File: src/common/isp_pkg.sv
package isp_pkg;

  // ----------------------------------------------------------------
  // bus framing
  // ----------------------------------------------------------------
  localparam logic [3:0] BYTE_BITS     = 4'h8;
  localparam logic [3:0] FIRST_TX_BIT  = 4'h1;
  localparam int         RW_BIT        = 0;
  localparam int         SEL_MSB       = 6;
  localparam int         SEL_LSB       = 3;
  localparam int         TX_MSB        = 7;

  // ----------------------------------------------------------------
  // slave address: base plus strap offset
  // ----------------------------------------------------------------
  localparam logic [6:0] ADDR_BASE7    = 7'h48;
  localparam logic [1:0] STRAP_VDD     = 2'h0;
  localparam logic [1:0] STRAP_GND     = 2'h1;
  localparam logic [1:0] STRAP_SCL     = 2'h2;
  localparam logic [1:0] STRAP_SDA     = 2'h3;
  localparam logic [6:0] ADDR_RST7     = 7'h48;

  // ----------------------------------------------------------------
  // timing
  // ----------------------------------------------------------------
  localparam int CLK_PERIOD_NS = 10;
  localparam int BUS_FREE_NS   = 1300;
  localparam int BUS_FREE_CYC  = (BUS_FREE_NS + CLK_PERIOD_NS - 1) / CLK_PERIOD_NS;

  // ----------------------------------------------------------------
  // transfer states
  // ----------------------------------------------------------------
  typedef enum logic [3:0] {
    ST_IDLE  = 4'h0,
    ST_ADDR  = 4'h1,
    ST_AACK  = 4'h2,
    ST_SUB   = 4'h3,
    ST_SACK  = 4'h4,
    ST_WDATA = 4'h5,
    ST_WACK  = 4'h6,
    ST_RDATA = 4'h7,
    ST_RACK  = 4'h8,
    ST_SKIP  = 4'h9
  } isp_state_t;

endpackage

File: src/common/isp_line_if.sv
`timescale 1ns/1ps
interface isp_line_if;
  logic scl_h;
  logic sda_h;
  logic scl_rise;
  logic scl_fall;
  logic start_ev;
  logic stop_ev;

  modport src (output scl_h, output sda_h, output scl_rise, output scl_fall,
               output start_ev, output stop_ev);
  modport dst (input scl_h, input sda_h, input scl_rise, input scl_fall,
               input start_ev, input stop_ev);
endinterface

File: src/isp_line_sync.sv
`timescale 1ns/1ps
module isp_line_sync
  import isp_pkg::*;
(
  // clock and reset
  input  wire logic clk_sys,
  input  wire logic rst,
  input  wire logic clk_en,
  // bus pins
  input  wire logic scl_in,
  input  wire logic sda_in,
  // conditioned line events
  isp_line_if.src   ln
);

  // ----------------------------------------------------------------
  // two-flop synchronisers, index 0 scl, index 1 sda
  // ----------------------------------------------------------------
  logic [1:0] pin;
  logic [1:0] meta;
  logic [1:0] stab;
  logic [1:0] prev;

  assign pin = {sda_in, scl_in};

  genvar i;
  generate
    for (i = 0; i < 2; i++) begin : g_sync
      // idle bus is high, so reset to high avoids a false start
      always_ff @(posedge clk_sys or posedge rst) begin
        if (rst) begin
          meta[i] <= 1'b1;
          stab[i] <= 1'b1;
          prev[i] <= 1'b1;
        end else if (clk_en) begin
          meta[i] <= pin[i];
          stab[i] <= meta[i];
          prev[i] <= stab[i];
        end
      end
    end
  endgenerate

  // ----------------------------------------------------------------
  // edge and condition decode
  // ----------------------------------------------------------------
  wire scl_steady_high = stab[0] && prev[0];

  assign ln.scl_h    = stab[0];
  assign ln.sda_h    = stab[1];
  assign ln.scl_rise = stab[0] && !prev[0];
  assign ln.scl_fall = !stab[0] && prev[0];
  assign ln.start_ev = scl_steady_high && prev[1] && !stab[1];
  assign ln.stop_ev  = scl_steady_high && !prev[1] && stab[1];

endmodule

File: src/isp_addr_strap.sv
`timescale 1ns/1ps
module isp_addr_strap
  import isp_pkg::*;
(
  // clock and reset
  input  wire logic       clk_sys,
  input  wire logic       rst,
  input  wire logic       clk_en,
  // sensed strap codes
  input  wire logic [1:0] addr_strap_upper,
  input  wire logic [1:0] addr_strap_lower,
  // resulting 7-bit address
  output logic      [6:0] own_addr
);

  logic [3:0] meta;
  logic [3:0] stab;

  // codes are static, but still cross in through two flops
  wire [6:0] next_own_addr = ADDR_BASE7 + {3'h0, stab};

  always_ff @(posedge clk_sys or posedge rst) begin
    if (rst) begin
      meta     <= 4'h0;
      stab     <= 4'h0;
      own_addr <= ADDR_RST7;
    end else if (clk_en) begin
      meta     <= {addr_strap_upper, addr_strap_lower};
      stab     <= meta;
      own_addr <= next_own_addr;
    end
  end

endmodule

File: src/isp_slave_port.sv
`timescale 1ns/1ps
// How it works
// - sda falling while scl high is a start and opens a new transaction.
// - sda rising while scl high is a stop and ends the transaction.
// - bus is busy from start until a free interval after stop.
// - transmitter changes sda only while scl is low; receiver samples on rise.
// - bytes are eight bits, msb first, each followed by an acknowledge slot.
// - acknowledger pulls sda low in the slot; byte sender releases sda.
// - slave acknowledges address, sub-address and every written data byte.
// - first byte holds seven address bits then direction, 0 write, 1 read.
// - on address match the slave acknowledges and takes the selected direction.
// - strap codes give address 0x90 plus twice (4 x upper + lower).
// - after a write address comes a sub-address byte, also acknowledged.
// - register select is sub-address bits 6:3; bits 7 and 2:0 ignored.
// - written bytes go to the selected register then successive ones.
// - no limit on the number of bytes in a transfer.
// - reads use sub-address write, repeated start, then read address.
// - repeated start without stop begins a new addressed transfer.
module isp_slave_port
  import isp_pkg::*;
#(
  parameter int BUS_FREE_CYCLES = BUS_FREE_CYC
) (
  // clock and reset
  input  wire logic       clk_sys,
  input  wire logic       rst,
  input  wire logic       clk_en,
  // two-wire bus pins
  input  wire logic       scl_in,
  input  wire logic       sda_in,
  output logic            sda_out,
  output logic            sda_oe,
  // address straps
  input  wire logic [1:0] addr_strap_upper,
  input  wire logic [1:0] addr_strap_lower,
  // register side
  output logic      [3:0] reg_sel,
  output logic            reg_wr,
  output logic      [7:0] reg_wdata,
  output logic            reg_rd,
  input  wire logic [7:0] reg_rdata,
  // status
  output logic            bus_busy
);

  // ----------------------------------------------------------------
  // parameter check
  // ----------------------------------------------------------------
  generate
    if (BUS_FREE_CYCLES < 1 || BUS_FREE_CYCLES > 65535) begin : g_bad_free
      $error("BUS_FREE_CYCLES must lie in 1..65535");
    end
  endgenerate

  localparam logic [15:0] FREE_LOAD = 16'(BUS_FREE_CYCLES);

  // ----------------------------------------------------------------
  // line conditioning and address
  // ----------------------------------------------------------------
  isp_line_if ln ();
  logic [6:0] own_addr;

  isp_line_sync u_sync (
    .clk_sys (clk_sys),
    .rst     (rst),
    .clk_en  (clk_en),
    .scl_in  (scl_in),
    .sda_in  (sda_in),
    .ln      (ln)
  );

  isp_addr_strap u_strap (
    .clk_sys          (clk_sys),
    .rst              (rst),
    .clk_en           (clk_en),
    .addr_strap_upper (addr_strap_upper),
    .addr_strap_lower (addr_strap_lower),
    .own_addr         (own_addr)
  );

  // ----------------------------------------------------------------
  // state
  // ----------------------------------------------------------------
  isp_state_t  st;
  logic [3:0]  cnt;
  logic [7:0]  shift;
  logic [7:0]  tx;
  logic        rw;
  logic        macked;
  logic [15:0] free_cnt;

  isp_state_t  next_st;
  logic [3:0]  next_cnt;
  logic [7:0]  next_shift;
  logic [7:0]  next_tx;
  logic        next_rw;
  logic        next_macked;
  logic        next_oe;
  logic [3:0]  next_sel;
  logic        next_wr;
  logic [7:0]  next_wdata;
  logic        next_rd;

  // ----------------------------------------------------------------
  // decode
  // ----------------------------------------------------------------
  wire rx_state  = (st == ST_ADDR) || (st == ST_SUB) || (st == ST_WDATA);
  wire byte_full = (cnt == BYTE_BITS);
  wire rx_bit    = rx_state && ln.scl_rise && !byte_full;
  wire byte_done = rx_state && ln.scl_fall && byte_full;
  wire addr_hit  = (shift[7:1] == own_addr);
  wire load_rd   = ln.scl_fall && (((st == ST_AACK) && rw) || ((st == ST_RACK) && macked));
  wire [3:0] sel_inc = reg_sel + 4'h1;
  wire [3:0] cnt_inc = cnt + 4'h1;

  // ----------------------------------------------------------------
  // next-state logic
  // ----------------------------------------------------------------
  always_comb begin
    next_st     = st;
    next_cnt    = cnt;
    next_shift  = shift;
    next_tx     = tx;
    next_rw     = rw;
    next_macked = macked;
    next_oe     = sda_oe;
    next_sel    = reg_sel;
    next_wr     = 1'b0;
    next_wdata  = reg_wdata;
    next_rd     = 1'b0;
    if (ln.start_ev) begin
      // a repeated start lands here too, whatever the state
      next_st  = ST_ADDR;
      next_cnt = 4'h0;
      next_oe  = 1'b0;
    end else if (ln.stop_ev) begin
      next_st = ST_IDLE;
      next_oe = 1'b0;
    end else if (load_rd) begin
      // fetch on the ack-slot fall so the msb is out before the next rise
      next_tx  = reg_rdata;
      next_oe  = !reg_rdata[TX_MSB];
      next_rd  = 1'b1;
      next_cnt = FIRST_TX_BIT;
      next_st  = ST_RDATA;
    end else begin
      if (rx_bit) begin
        next_shift = {shift[6:0], ln.sda_h};
        next_cnt   = cnt_inc;
      end
      case (st)
        ST_IDLE: begin
          next_oe = 1'b0;
        end
        ST_ADDR: begin
          if (byte_done) begin
            if (addr_hit) begin
              next_oe = 1'b1;
              next_rw = shift[RW_BIT];
              next_st = ST_AACK;
            end else begin
              next_st = ST_SKIP;
            end
          end
        end
        ST_AACK: begin
          if (ln.scl_fall) begin
            next_oe  = 1'b0;
            next_cnt = 4'h0;
            next_st  = ST_SUB;
          end
        end
        ST_SUB: begin
          if (byte_done) begin
            next_sel = shift[SEL_MSB:SEL_LSB];
            next_oe  = 1'b1;
            next_st  = ST_SACK;
          end
        end
        ST_SACK, ST_WACK: begin
          if (ln.scl_fall) begin
            next_oe  = 1'b0;
            next_cnt = 4'h0;
            next_st  = ST_WDATA;
            if (st == ST_WACK) begin
              next_sel = sel_inc;
            end
          end
        end
        ST_WDATA: begin
          if (byte_done) begin
            next_wdata = shift;
            next_wr    = 1'b1;
            next_oe    = 1'b1;
            next_st    = ST_WACK;
          end
        end
        ST_RDATA: begin
          if (ln.scl_fall) begin
            if (byte_full) begin
              next_oe = 1'b0;
              next_st = ST_RACK;
            end else begin
              next_oe  = !tx[TX_MSB - 1];
              next_tx  = {tx[6:0], 1'b0};
              next_cnt = cnt_inc;
            end
          end
        end
        ST_RACK: begin
          if (ln.scl_rise) begin
            next_macked = !ln.sda_h;
            if (!ln.sda_h) begin
              next_sel = sel_inc;
            end
          end else if (ln.scl_fall) begin
            next_st = ST_SKIP;
          end
        end
        ST_SKIP: begin
          next_oe = 1'b0;
        end
        default: begin
          next_st = ST_IDLE;
          next_oe = 1'b0;
        end
      endcase
    end
  end

  // ----------------------------------------------------------------
  // registers
  // ----------------------------------------------------------------
  always_ff @(posedge clk_sys or posedge rst) begin
    if (rst) begin
      st        <= ST_IDLE;
      cnt       <= 4'h0;
      shift     <= 8'h00;
      tx        <= 8'h00;
      rw        <= 1'b0;
      macked    <= 1'b0;
      sda_oe    <= 1'b0;
      reg_sel   <= 4'h0;
      reg_wr    <= 1'b0;
      reg_wdata <= 8'h00;
      reg_rd    <= 1'b0;
    end else if (clk_en) begin
      st        <= next_st;
      cnt       <= next_cnt;
      shift     <= next_shift;
      tx        <= next_tx;
      rw        <= next_rw;
      macked    <= next_macked;
      sda_oe    <= next_oe;
      reg_sel   <= next_sel;
      reg_wr    <= next_wr;
      reg_wdata <= next_wdata;
      reg_rd    <= next_rd;
    end
  end

  // open drain: only ever pulls low, never originates start or stop
  always_ff @(posedge clk_sys or posedge rst) begin
    if (rst) begin
      sda_out <= 1'b0;
    end else if (clk_en) begin
      sda_out <= 1'b0;
    end
  end

  // ----------------------------------------------------------------
  // bus busy
  // ----------------------------------------------------------------
  always_ff @(posedge clk_sys or posedge rst) begin
    if (rst) begin
      bus_busy <= 1'b0;
      free_cnt <= 16'h0000;
    end else if (clk_en) begin
      if (ln.start_ev) begin
        bus_busy <= 1'b1;
        free_cnt <= 16'h0000;
      end else if (ln.stop_ev) begin
        free_cnt <= FREE_LOAD;
      end else if (free_cnt != 16'h0000) begin
        free_cnt <= free_cnt - 16'h0001;
        if (free_cnt == 16'h0001) begin
          bus_busy <= 1'b0;
        end
      end
    end
  end
endmodule

File: config.mk
export PLATFORM = sky130hd
export DESIGN_NAME = isp_slave_port
export DESIGN_NICKNAME = d
export VERILOG_FILES = /design/src/common/isp_pkg.sv /design/src/common/isp_line_if.sv /design/src/isp_line_sync.sv /design/src/isp_addr_strap.sv /design/src/isp_slave_port.sv
export SDC_FILE = /design/constraint.sdc
export NUM_CORES = 1
export LEC_CHECK = 0
export BUFFER_PORTS_ARGS = -buffer_cell sky130_fd_sc_hd__buf_4
export CORE_MARGIN = 2
export CORE_UTILIZATION = 54
export CTS_CLUSTER_DIAMETER = 60
export DETAILED_ROUTE_END_ITERATION = 6
export PLACE_DENSITY = 0.73
export SLEW_MARGIN = 20
export SYNTH_ARGS = -nofsm -noshare
export SYNTH_HDL_FRONTEND = slang
export SYNTH_SLANG_ARGS = --single-unit
File: constraint.sdc
create_clock -name clk_sys -period 4.19 [get_ports clk_sys]
set_input_delay 0.419 -clock clk_sys [delete_from_list [all_inputs] [get_ports clk_sys]]
set_output_delay 0.419 -clock clk_sys [all_outputs]
set_load 0.005 [all_outputs]
* Word-level counts from Yosys, hierarchy flattened
Index checks and enable logic that the tools add are counted.
Operators by class: mux-type cells 57, bitwise logic cells 3, equality and inequality tests 33, add/sub/neg operators 4, reduce and logical (&&, ||, !) cells 47
Operator list (number):
- $mux 4 | 25
- $ne 5x5->1 const B | 10
- $mux 16 | 3
- $pmux 4 s8 | 1
- $mux 7 | 4
- $mux 1 | 21
- $reduce_and 6->1 | 3
- $eq 16x1->1 const B | 1
- $eq 4x3->1 const B | 4
- $reduce_bool 16->1 | 1
- $sub 16x1->16 const B | 1
- $logic_and 1x1->1 | 14
- $reduce_and 7->1 | 2
- $eq 4x4->1 const B | 3
- $ne 2x2->1 const B | 6
- $pmux 4 s3 | 1
- $reduce_and 11->1 | 1
- $ne 5x1->1 const B | 2
- $reduce_and 10->1 | 1
- $add 4x1->4 const B | 2
- $eq 4x2->1 const B | 2
- $pmux 4 s2 | 1
- $reduce_bool 2->1 | 4
- $add 7x4->7 const A | 1
- other kinds (16) | 30
Word-level totals: output and inout bits 17, register bits after elaboration 78, input bits 17

* Depth between registers and ports, before layout
word-level depth 12, mapped depth 10

* Hierarchy
A second synthesis with hierarchy kept.
Second synthesis, totals: cells, all modules 391, area total of the unflattened synthesis 4141.5 sq um
Modules (own cells, without submodules):
- isp_slave_port | sequential area each 1426.4 sq um, cells each 340, area each 3308.2 sq um, instances 1
- isp_addr_strap | sequential area each 326.6 sq um, cells each 33, area each 538.0 sq um, instances 1
- isp_line_sync | sequential area each 157.7 sq um, cells each 18, area each 295.3 sq um, instances 1

* Worst setup path after synthesis
OpenSTA, ideal clock, no wires.
path type register -> register, start reg cnt[0], end reg st[0], arrival time 1.931 ns, clock period less this slack 2.056 ns, stages on the path, launching flop included 10, path buffers 1, slack 2.134 ns, cell sequence dfrtp_1 > inv_1 > ha_1 > and3b_1 > clkbuf_1 > nor3_1 > a211oi_1 > a21oi_2 > nor2_2 > mux2_4
On the way: cells in the longest elaborated chain, start to end 4
RTL lines:
- start: declaration | RTL line isp_slave_port.sv:85 | logic [3:0] cnt;
- start signal: assignment | RTL line isp_slave_port.sv:249 | cnt <= next_cnt;
- $eq 4x4->1 (*) | RTL line isp_slave_port.sv:108 | wire byte_full = (cnt == BYTE_BITS);
- $logic_and 1x1->1 | RTL line isp_slave_port.sv:110 | wire byte_done = rx_state && ln.scl_fall && byte_full;
- $ne 5x5->1 (no line)
- $reduce_and 11->1 (no line) (*)
- end signal: assignment | RTL line isp_slave_port.sv:248 | st <= next_st;
- end: declaration | RTL line isp_slave_port.sv:84 | isp_state_t st;
Every way passes the cells marked *; elsewhere a longest branch is shown, timed or not. A chain may end at the register's enable or synchronous reset.

* Worst setup path in the final report
start reg st[0], end reg st[0]
On the way: cells in the longest elaborated chain, start to end 7
RTL lines (RTL line):
- $eq 4x1->1, or another cell as far along | isp_slave_port.sv:107, isp_slave_port.sv:151
- $logic_or 1x1->1 / $logic_and 1x1->1 (equally long branches) | isp_slave_port.sv:107, isp_slave_port.sv:112
- $logic_or 1x1->1, on equally long branches | isp_slave_port.sv:107, isp_slave_port.sv:112
- $logic_and 1x1->1, on equally long branches | isp_slave_port.sv:110, isp_slave_port.sv:112
- $logic_and 1x1->1 / $mux 4 (equally long branches) | isp_slave_port.sv:110, isp_slave_port.sv:139
- $ne 5x5->1 (no line) / $mux 4 (equally long branches)
- $reduce_and 11->1 (no line) / $mux 4 (equally long branches)
Several ways; a longest one is shown, not always the timed one.

==> key figures <==
Power and ir drop
  • Flop pwr share: 45.9%
  • Clk pwr share: 21.9%
  • Sw Share: 37.6%
  • Worst vdd ir: 0.000233 V
  • Comb power frac: 32.2%
  • Pwr Density: 512 nW/µm²
  • P_sw: 0.000879 W
  • Pint: 0.00146 W
  • Leak: 2.00 nW
  • Total Power: 0.00234 W

Setup path
  • Data required, critical path: 4420 ps
  • Reg2Reg Depth: 6
  • Slowest cell on the critical path: dfrtp_1
  • R2R Setup Slk: 1650 ps
  • Crit Path Class: reg2reg
  • Critical path depth in cells: 6
  • CP Max Fanout: 19
  • Crit path largest cell delay: 690 ps
  • Cell family with most CP delay: simple AND/OR/NAND/NOR gates
  • Startpoint types: register
  • CP Cell Sequence: nor2b_1, a2111oi_1, a211oi_1, a21oi_2, nor2_2, mux2_4
  • Buffers and inverters on the worst path: 0
  • Worst path arrival time: 2770 ps
  • Worst r2r dst: st[0]$_DFFE_PP0P_
  • Critical Path End Type: register
  • R2r startpoint: st[0]$_DFFE_PP0P_
  • Crit path launch: st[0]$_DFFE_PP0P_

Synthesis
  • Seq/Total Area, Yosys: 46.2%
  • Synth Area in Adders: 1.51%
  • Synthesis Warnings: 0
  • Synth Area in XOR/XNOR: 2.54%
  • Mux cell area share after synthesis: 12.5%
  • Ys async rst share: 100%
  • Mapped Nets: 415
  • Register bit total from synthesis: 76
  • Cell Area, Synth: 4130 µm²
  • Post-synth EDFFs: 0
  • Ys flop type: dfrtp_1
  • Post-Synth Simple-Gate Area: 17.0%
  • Synth Instances: 393
  • Largest family of logic cells by synthesized area: simple AND/OR/NAND/NOR gates
  • Compound-Gate Fraction of Synth Area: 16.1%
  • Mean area per synthesized cell: 10.5 µm²
  • Netlist cell types: 76

Global route
  • Total grt overflow: 0
  • Vias in the first global route: 2936
  • Largest net degree at the start of global routing: 41
  • Initial antenna violation count: 0
  • First-pass GRT wire length: 14300 µm
  • All-layer global routing usage: 21.3%

Place
  • Final GP Congestion: 0.962
  • Hpwl dp: 5790 µm
  • Input/output buffers: 32

Finish
  • P&R area growth vs syn: 10.4%
  • Register Area: 1910 µm²
  • Commonest non-fill, non-tap cell in the layout: dfrtp_1
  • Multi-input gate area: 2050 µm²
  • Commonest non-fill, non-tap cells in the layout: 69 x dfrtp_1, 36 x nor2_1, 35 x mux2_2
  • Nets: 439
  • Layout cell share with drive strength beyond 1: 27.3%
  • Fill cells: 595
  • Antenna Cells: 0

Drt
  • DR DRC count: 0
  • Initial DRC count: 260
  • Pre-antenna DRT Iters: 5
  • Via-to-Cell Ratio: 5.94
  • Avg WL per Cell: 16.2 µm
  • Antenna Nets Post-Route: 0
  • WL final: 8420 µm
  • Vias: 3094

Timing
  • Final setup violation count: 0
  • Slew Limit Headroom: 40.4%
  • Final Hold Fails: 0
  • RSZ-0062 raised after global routing: false
  • Final Cycle Share: 60.7%
  • Final Max Slew Viols: 0
  • Clock skew: 12.0 ps
  • Max Clk Rate: 0.393 GHz
  • Slew @ Worst Pin: 891 ps
  • Setup TNS: 0 ps
  • Min Tclk post-route: 2540 ps

Clock tree
  • Num CTS Buffers: 9
  • CTS tree: done
  • Clock sinks: 76
  • Clock Path Buffers: 2
  • CTS H-tree depth: 3
  • Root buf cell: clkbuf_8
  • Post_cts resized: 0
  • Hold-fix buffers, CTS: 0
  • Worst-Skew Late Latency: 350 ps
  • Clock Pin Slew Worst Setup and Hold Paths: 80 ps
  • Setup bufs post-CTS: 0

Status
  • Status: finished clean

Die
  • Top Ports: 34
  • Die Ht: 91.5 µm
  • DIE WIDTH: 91.5 µm
  • Die area: 8370 µm²
  • Core area: 7330 µm²
  • Row Count: 31
  • Starting density of the core: 56.4%

Min path
  • Worst min-delay path class: in2async

Job
  • Max-Cap Viols: 0
-- cell families (layout without fill, tap and decap cells) --
family	count (synthesis)	in the layout
buf+inv	34	63
compound gates	94	94
xor+xnor	12	12
flops	76	76
mux	45	45
simple gates	126	126
fa+ha+maj	5	5
other cells	1	1
-- cells in the mapped netlist, drive strengths merged (4+ instances only) --
cell,count,area share [%]
nand4b,5,1.1
a21oi,18,2.3
ha,5,1.5
dfrtp,69,42
xor2,5,1.1
a31oi,13,2.0
buf,15,2.4
nand2,28,2.5
inv,13,1.2
mux2i,5,1.2
nor2,38,3.7
o31ai,5,0.91
mux2,40,11
nor4,7,1.6
o21ai,27,3.5
nor3,5,0.73
clkbuf,6,0.55
nand3,11,1.6
dfstp,7,4.5
and3,4,0.61
nor2b,7,1.1
xnor2,7,1.5
-- flip-flops by register name, indices dropped and copies added (netlist names) --
register          cells
cnt                   4
reg_rd                1
u_sync.prev           2
u_sync.ln.scl_h       1
tx                    7
macked                1
rw                    1
u_strap.stab          4
reg_wr                1
u_strap.meta          4
free_cnt             16
u_sync.meta           2
reg_sel               4
u_sync.ln.sda_h       1
bus_busy              1
shift                 8
sda_oe                1
u_strap.own_addr      5
st                    4
reg_wdata             8
-- per-stage QoR --
step                instances  hold slack, ps  utilization [%]  cell area, µm²  setup slack [ps]
floorplan                 393             403                -            4130              1840
global placement          505             420             59.9            4390              1840
detailed placement        505             465             59.9            4390              1720
CTS                       521             254             62.2            4560              1700
global route              521             286             62.2            4560              1460
finish                    521             229             62.2            4560              1650
-- cell type report --
cell class | instances | share of cell area, %
flip-flops and latches | 76 | 41.9
multi-input cells | 283 | 44.9
clock buffers | 10 | 2.80
clock inverters | 6 | 1.01
inverters | 13 | 1.07
repair buffers | 34 | 5.59
well taps | 99 | 2.71
-- power groups by stage --
stage | Sequential (W) | Combinational [W] | Clock [W]
finish | 0.00107 | 0.000753 | 0.000511
global placement | 0.00108 | 0.000728 | 0
detailed placement | 0.00108 | 0.000749 | 0
floorplan | 0.00100 | 0.000667 | 0
global route | 0.00110 | 0.000838 | 0.000556
CTS | 0.00107 | 0.000752 | 0.000527
-- layer usage --
| layer | global-route usage (%) | up-vias | share of wire, % |
|---|---|---|---|
| met1 | 30.0 | 1502 | 47 |
| met5 | 0 | - | 0 |
| met2 | 32.2 | 100 | 47 |
| met4 | 9.22 | 0 | 1.6 |
| li1 | - | 1479 | - |
| met3 | 4.15 | 13 | 4.9 |
-- how the worst max path moves through the flow --
stage	end	slack, ps
after floorplan	bus_busy$_DFFE_PP0P_	1840
after global placement	st[3]$_DFFE_PP0P_	1840
after detailed placement	st[0]$_DFFE_PP0P_	1720
after CTS	st[0]$_DFFE_PP0P_	1700
after global routing	st[1]$_DFFE_PP0P_	1460
final	st[0]$_DFFE_PP0P_	1650
No activity file was read; power rests on OpenSTA's default activity.
